===== src/error_mask_and_eoi_pkg.sv =====
// Package with constants and types for the error mask and end-of-message block.
`default_nettype none
package error_mask_and_eoi_pkg;
  // Error register and mask width.
  localparam int ERR_W = 15;
  // Mask value at power-on and for a mask command without a value.
  localparam logic [14:0] MASK_ALL = 15'h7fff;
  // Value of a cleared error register.
  localparam logic [14:0] ERR_NONE = 15'h0000;
  // Error bit positions, each weight being two to the power of its position.
  localparam int ERR_HARDWARE = 0;
  localparam int ERR_CALIBRATION = 1;
  localparam int ERR_TRIG_FAST = 2;
  localparam int ERR_SYNTAX = 3;
  localparam int ERR_NOT_REMOTE = 4;
  localparam int ERR_UNDEF_PARAM = 5;
  localparam int ERR_OUT_RANGE = 6;
  localparam int ERR_MEMORY = 7;
  localparam int ERR_OVERLOAD = 8;
  localparam int ERR_OUT_OF_CAL = 9;
  localparam int ERR_CAL_REQUIRED = 10;
  localparam int ERR_SETTINGS = 11;
  localparam int ERR_MATH = 12;
  localparam int ERR_SUBPROGRAM = 13;
  localparam int ERR_SYSTEM = 14;
  // Position of the error bit in the status register.
  localparam int STATUS_ERR_BIT = 5;
  // Terminator and separator characters.
  localparam logic [7:0] CHAR_CR = 8'h0d;
  localparam logic [7:0] CHAR_LF = 8'h0a;
  localparam logic [7:0] CHAR_COMMA = 8'h2c;
  // End-of-message modes with their numeric query codes.
  typedef enum logic [1:0] {
    EOI_OFF = 2'b00,
    EOI_ON = 2'b01,
    EOI_ALWAYS = 2'b10
  } eoiMode_t;
  // Separator sequencer states.
  typedef enum logic [1:0] {
    SEP_PASS = 2'b00,
    SEP_COMMA = 2'b01,
    SEP_CR = 2'b10,
    SEP_LF = 2'b11
  } sepState_t;
  // Context that travels with each reading byte.
  typedef struct packed {
    logic ascii;
    logic recall;
    logic multi;
    logic lastReading;
    logic highSpeed;
  } readingCtx_t;
  // One byte towards the bus with its end-or-identify flag.
  typedef struct packed {
    logic [7:0] data;
    logic eoi;
  } gpibByte_t;
endpackage
`default_nettype wire


===== src/error_mask_and_eoi_control.sv =====
// Error enable mask, error register and end-of-message control for readings.
//
// Behaviour
// - Every error latches regardless of its mask bit.
// - Only enabled latched errors raise status bit five.
// - Error bit positions fixed: hardware zero, system fourteen.
// - Mask value loads weight per bit position.
// - Mask is all ones at reset, without value.
// - Mask query returns current mask.
// - Mode off never asserts end-or-identify.
// - Mode on marks only the sequence's last byte.
// - Mode always marks every reading's last byte.
// - Mode off at reset, always without parameter.
// - ASCII readings end with carriage return, line feed.
// - Non-ASCII readings carry no terminator.
// - Recalled ASCII groups: commas between, one terminator.
// - No commas outside ASCII memory recall.
// - Always mode acts as on during high speed.
// - Mode query returns the active mode.
// - Error query returns errors, then clears them.
`timescale 1ns/1ps
`default_nettype none
module error_mask_and_eoi_control
  import error_mask_and_eoi_pkg::*;
(
  // Clock and reset.
  input wire logic clk,
  input wire logic rst_n,
  // Error condition pulses, one bit per condition.
  input wire logic [14:0] errEvent,
  // Mask command and query.
  input wire logic maskWrite,
  input wire logic maskHasValue,
  input wire logic [14:0] maskValue,
  input wire logic maskQuery,
  // Error register query.
  input wire logic errQuery,
  // End-of-message mode command and query.
  input wire logic eoiWrite,
  input wire logic eoiHasValue,
  input wire logic [1:0] eoiValue,
  input wire logic eoiQuery,
  // Query answer.
  output logic replyValid,
  output logic [14:0] replyData,
  // Status register error bit.
  output logic statusErrBit,
  // Reading bytes in.
  input wire logic rdgValid,
  input wire logic [7:0] rdgData,
  input wire logic rdgLast,
  input wire readingCtx_t rdgCtx,
  output logic rdgReady,
  // Bytes out towards the bus.
  output logic gpibValid,
  output logic [7:0] gpibData,
  output logic gpibEoi,
  input wire logic gpibReady
);

  ////////////////////////////////////////////////////////////////////////////
  // Error register, mask and status bit.

  logic [14:0] errQ, errD; // Latched error conditions.
  logic [14:0] maskQ, maskD; // Error enable mask.
  logic statErrQ, statErrD; // Registered status error bit.

  // An event in the clearing cycle survives, since set wins over clear.
  always_comb begin
    errD = errQ;
    if (errQuery) begin
      errD = ERR_NONE;
    end
    errD = errD | errEvent;
    maskD = maskQ;
    if (maskWrite) begin
      // A bare command enables every condition.
      maskD = maskHasValue ? maskValue : MASK_ALL;
    end
    statErrD = |(errD & maskD);
  end

  // Registers for the error group.
  always_ff @(posedge clk or negedge rst_n) begin
    if (!rst_n) begin
      errQ <= ERR_NONE;
      maskQ <= MASK_ALL;
      statErrQ <= 1'b0;
    end else begin
      errQ <= errD;
      maskQ <= maskD;
      statErrQ <= statErrD;
    end
  end

  assign statusErrBit = statErrQ;

  ////////////////////////////////////////////////////////////////////////////
  // End-of-message mode.

  eoiMode_t modeQ, modeD; // Programmed mode.
  eoiMode_t modeEff; // Mode in force now.

  // Illegal mode codes are ignored.
  always_comb begin
    modeD = modeQ;
    if (eoiWrite) begin
      if (!eoiHasValue) begin
        modeD = EOI_ALWAYS;
      end else if (eoiValue <= EOI_ALWAYS) begin
        modeD = eoiMode_t'(eoiValue);
      end
    end
  end

  // Mode register.
  always_ff @(posedge clk or negedge rst_n) begin
    if (!rst_n) begin
      modeQ <= EOI_OFF;
    end else begin
      modeQ <= modeD;
    end
  end

  // High-speed readings see always as on, reverting only when rdgCtx.highSpeed drops.
  assign modeEff = (modeQ == EOI_ALWAYS && rdgCtx.highSpeed) ? EOI_ON : modeQ;

  ////////////////////////////////////////////////////////////////////////////
  // Query answer.

  logic replyValidQ, replyValidD; // Answer strobe.
  logic [14:0] replyDataQ, replyDataD; // Answer value.

  // Error query wins over mask query, which wins over mode query.
  always_comb begin
    replyValidD = errQuery | maskQuery | eoiQuery;
    replyDataD = replyDataQ;
    if (errQuery) begin
      replyDataD = errQ;
    end else if (maskQuery) begin
      replyDataD = maskQ;
    end else if (eoiQuery) begin
      replyDataD = {13'h0000, modeEff};
    end
  end

  // Answer registers.
  always_ff @(posedge clk or negedge rst_n) begin
    if (!rst_n) begin
      replyValidQ <= 1'b0;
      replyDataQ <= ERR_NONE;
    end else begin
      replyValidQ <= replyValidD;
      replyDataQ <= replyDataD;
    end
  end

  assign replyValid = replyValidQ;
  assign replyData = replyDataQ;

  ////////////////////////////////////////////////////////////////////////////
  // Reading byte stream with separators and end-or-identify.

  sepState_t sepQ, sepD; // Separator sequencer.
  readingCtx_t ctxQ, ctxD; // Context of the reading just ended.
  logic outValidQ, outValidD; // Output slot holds a byte.
  gpibByte_t outQ, outD; // Output byte.
  logic slotFree; // Output slot can take a byte.
  logic loadRdg; // A reading byte is taken.
  logic useComma; // Reading ends in a comma.

  // Decides the flag for a byte that ends a reading.
  function automatic logic eoiFor(eoiMode_t m, readingCtx_t c);
    logic seqEnd;
    seqEnd = !c.multi || c.lastReading;
    unique case (m)
      EOI_OFF: eoiFor = 1'b0;
      EOI_ON: eoiFor = seqEnd;
      EOI_ALWAYS: eoiFor = 1'b1;
      default: eoiFor = 1'b0;
    endcase
  endfunction

  assign slotFree = !outValidQ || gpibReady;
  assign rdgReady = (sepQ == SEP_PASS) && slotFree;
  assign loadRdg = rdgValid && rdgReady;
  assign useComma = rdgCtx.ascii && rdgCtx.recall && !rdgCtx.lastReading;

  // Next state of the stream.
  always_comb begin
    sepD = sepQ;
    ctxD = ctxQ;
    outD = outQ;
    outValidD = outValidQ && !gpibReady;
    unique case (sepQ)
      SEP_PASS: begin
        if (loadRdg) begin
          outValidD = 1'b1;
          outD.data = rdgData;
          outD.eoi = 1'b0;
          if (rdgLast) begin
            ctxD = rdgCtx;
            if (useComma) begin
              sepD = SEP_COMMA;
            end else if (rdgCtx.ascii) begin
              sepD = SEP_CR;
            end else begin
              outD.eoi = eoiFor(modeEff, rdgCtx);
            end
          end
        end
      end
      SEP_COMMA: begin
        if (slotFree) begin
          outValidD = 1'b1;
          outD.data = CHAR_COMMA;
          outD.eoi = eoiFor(modeEff, ctxQ);
          sepD = SEP_PASS;
        end
      end
      SEP_CR: begin
        if (slotFree) begin
          outValidD = 1'b1;
          outD.data = CHAR_CR;
          outD.eoi = 1'b0;
          sepD = SEP_LF;
        end
      end
      SEP_LF: begin
        if (slotFree) begin
          outValidD = 1'b1;
          outD.data = CHAR_LF;
          outD.eoi = eoiFor(modeEff, ctxQ);
          sepD = SEP_PASS;
        end
      end
    endcase
  end

  // Stream registers.
  always_ff @(posedge clk or negedge rst_n) begin
    if (!rst_n) begin
      sepQ <= SEP_PASS;
      ctxQ <= '0;
      outValidQ <= 1'b0;
      outQ <= '0;
    end else begin
      sepQ <= sepD;
      ctxQ <= ctxD;
      outValidQ <= outValidD;
      outQ <= outD;
    end
  end

  assign gpibValid = outValidQ;
  assign gpibData = outQ.data;
  assign gpibEoi = outQ.eoi;
endmodule // error_mask_and_eoi_control
`default_nettype wire


===== config.mk =====
export PLATFORM = sky130hd
export DESIGN_NAME = error_mask_and_eoi_control
export DESIGN_NICKNAME = d
export VERILOG_FILES = /design/src/error_mask_and_eoi_pkg.sv /design/src/error_mask_and_eoi_control.sv
export SDC_FILE = /design/constraint.sdc
export NUM_CORES = 1
export LEC_CHECK = 0
export BUFFER_PORTS_ARGS = -buffer_cell sky130_fd_sc_hd__buf_2
export CORE_MARGIN = 5
export CORE_UTILIZATION = 45
export DETAILED_ROUTE_END_ITERATION = 8
export PLACE_DENSITY = 0.74
export SYNTH_ARGS = -nofsm -noshare
export SYNTH_HDL_FRONTEND = slang
export SYNTH_SLANG_ARGS = --single-unit

===== constraint.sdc =====
create_clock -name clk -period 1.51 [get_ports clk]
set_input_delay 0.0755 -clock clk [delete_from_list [all_inputs] [get_ports clk]]
set_output_delay 0.0755 -clock clk [all_outputs]
set_load 0.02 [all_outputs]

==> qor.yml <==
status: "complete, but fails checks"
failed_checks: "setup timing"
hold_start: "rdgData[5]"
postSynthCellCount: 237
num_vias: 2398
grt-busiest-layer: "met2"
cp_top_family: "flip-flops"
max_stage_delay_ns: 0.48
whs_path_depth: 3
die_w_um: 88.04
grt_pass1_vias: 2493
rsz0062_at_grt: "yes"
async_reset_ff_share_pct: 100.0
start_util_pct: 46.28
multi_input_area_um2: 1126
r2r_slack_ns: -0.12
synth_top_cell_area_share_pct: 43.84
synth_top_cell_by_area: "dfrtp_1"
syn_nets: 301
required_ns: 1.75
final-setup-viol-count: 7
die_area_um2: 7750
portBuffers: 84
clock_sinks: 63
cts_tree: "built"
drive_above_1_share_pct: 40.00
power_density_nw_per_um2: 1482
start_kind: "flip-flop"
ys_seq_elements: 63
skew_ns: 0.008623
place_area_um2: 3324
gr-usage-all-layers_pct: 20.38
fill_cells: 418
whs_endpoint: "gpibData[5]"
layout.area.seq_um2: 1598
coreArea_um2: 5921
p_leak_uw: 0.001867
gp_congestion: 0.7971
fin_crit_ns: 1.632
clock_latency_ns: 0.35
cts.clk_slew.worst_paths_ns: 0.08
cp-end-kind: "flip-flop"
grt-ovfl-total: 0
grt_use_met3_pct: 4.986
synthesis.area_um2: 2740
finalMaxSlewViolations: 0
timing.rr.end: "sepQ[0]"
worstPathMaxFanout: 4
drt_iter0_drc: 150
min_period_over_period_pct: 108.1
drc: 0
fin_nets: 439
syn_avg_cell_area_um2: 11.56
synth_most_common_cell: "dfrtp_1"
yosysWarnings: 0
r2r_start: "sepQ[0]"
wirelength_mm: 7.605
grt_max_degree: 64
fin_area_um2: 4043
drv_cap: 0
cp.buffers_inverters: 0
fin_tns_setup_ns: -0.2882
grt_first_pass_wirelength_mm: 11.87
r2r_cells: 6
cts_root_buffer: "clkbuf_8"
peakVddDrop_mv: 1.114
cts_buffer_depth: 2
layout_setup_ws_ns: -0.1216
arrival_ns: 1.87
yosysSeqAreaShare_pct: 58.22
wl_per_cell_um: 16.71
num_antenna_cells: 0
max_freq_mhz: 612.9
die_h_um: 88.04
synthTopCellsByCount: "dfrtp_1, nand2_1, a22oi_1"
antenna_found_initial: 0
relSlewSlack_pct: 31.16
syn2layout_area_growth_pct: 47.53
drt-vias-per-instance: 5.270
path_cells: "ha_4 -> nor2_4 -> a21oi_4 -> a2bb2oi_4 -> a21oi_2 -> mux2_4"
grtUsageMet2_pct: 33.29
synth_cell_types: 37
tightest_slew_ns: 1.029
rows: 28
antenna_left: 0
gr-usage-met1_pct: 25.09
final-hold-violation-count: 0
cts-htree-levels: 3
dr.pass1.iters: 4
path_class: "flip-flop to flip-flop"
yosys_most_used_dff: "dfrtp_1"
min_path_type: "primary input to flip-flop"
cts_buffers: 9
hpwl_mm: 4.820
synthTopCellsByArea: "dfrtp_1, dfstp_2, a22oi_1"
crit_slowest_cell: "dfrtp_2"
io_pins: 85
synth_edf_count: 0
-- registers in the layout, summed over array words and instances, names as in the netlist, 2 cells and up --
| register | cells |
|---|---|
| ctxQ | 2 |
| errQ | 15 |
| gpibData | 8 |
| modeQ | 2 |
| maskQ | 15 |
| replyData | 15 |
| sepQ | 2 |
-- worst max path at each step --
| stage | start | to | slack (ns) | depth (start not counted) |
|---|---|---|---|---|
| 4_1_cts | sepQ[1] | sepQ[0] | -0.08 | 7 |
| 2_1_floorplan | sepQ[0] | sepQ[0] | -0.06 | 7 |
| 6_report | sepQ[0] | sepQ[0] | -0.12 | 6 |
| 5_1_grt | sepQ[1] | sepQ[0] | -0.16 | 7 |
| 3_3_place_gp | sepQ[0] | gpibEoi | -0.05 | 6 |
| 3_5_place_dp | sepQ[0] | gpibEoi | -0.07 | 6 |
-- per-stage QoR --
| stage | util [%] | setup WS (ns) | cells | hold slack (ns) | power (uW) |
|---|---|---|---|---|---|
| 2_1_floorplan | - | -0.05544 | 237 | -0.2201 | 3312 |
| 3_3_place_gp | 56.15 | -0.05222 | 395 | 0.1093 | 3891 |
| 3_5_place_dp | 56.15 | -0.07382 | 395 | 0.1073 | 3938 |
| 4_1_cts | 67.12 | -0.07561 | 451 | 0.0005052 | 5777 |
| 5_1_grt | 68.28 | -0.1630 | 455 | 0.005892 | 6312 |
| 6_report | 68.28 | -0.1216 | 455 | 0.004421 | 5990 |
-- report_power, final --
| part | switching (uW) | internal [uW] |
|---|---|---|
| sequential | 200 | 2000 |
| clock | 715 | 931 |
| combinational | 1100 | 1050 |
| total | 2010 | 3980 |
-- routing by layer --
metal	part of all wire, %	wire (um)
met1	41	3093
met3	6.7	507
met5	0	0
met2	49	3751
met4	3.3	252
-- final cells by class --
type / count / share of cell area, %
flip-flops and latches: 63 / 39.52
multi-input cells: 152 / 27.86
repair buffers: 139 / 23.77
clock buffers: 9 / 3.064
clock inverters: 7 / 2.352
well taps: 75 / 2.321
inverters: 10 / 1.114
-- kinds of logic after synthesis --
kind of cell,Yosys count,synth area share (%)
AO/OA/AOI/OAI,89,23.15
adder cells (fa/ha/maj),7,3.196
buffers and inverters,22,3.881
flip-flops,63,58.22
multiplexers,8,3.059
AND/OR/NAND/NOR,48,8.494
-- placed cells by master, fill, tap and decap left out, types with 12 or more instances in the layout --
cell,netlist,layout
dlygate4sd3_1,0,39
a21o_1,15,15
o22a_1,14,14
dfstp_2,15,15
buf_4,1,12
o21ai_0,21,21
nand2_1,27,27
buf_2,4,83
dfrtp_1,48,46
a22oi_1,23,23
-- tightest hold or removal path: stages --
cell and delay (ns):
buf_2 0.08, mux2i_1 0.06, o21ai_1 0.10
-- what timing repair did --
| item | in CTS | in global routing |
|---|---|---|
| hold buffers | 39 | 0 |
| pin swaps | 0 | 4 |
| setup endpoints to repair | 14 | 12 |
| hold endpoints to repair | 85 | 0 |
| resized for setup | 7 | 10 |
| buffers inserted | 1 | 4 |
Note: power is estimated with default switching activity, not from simulation.
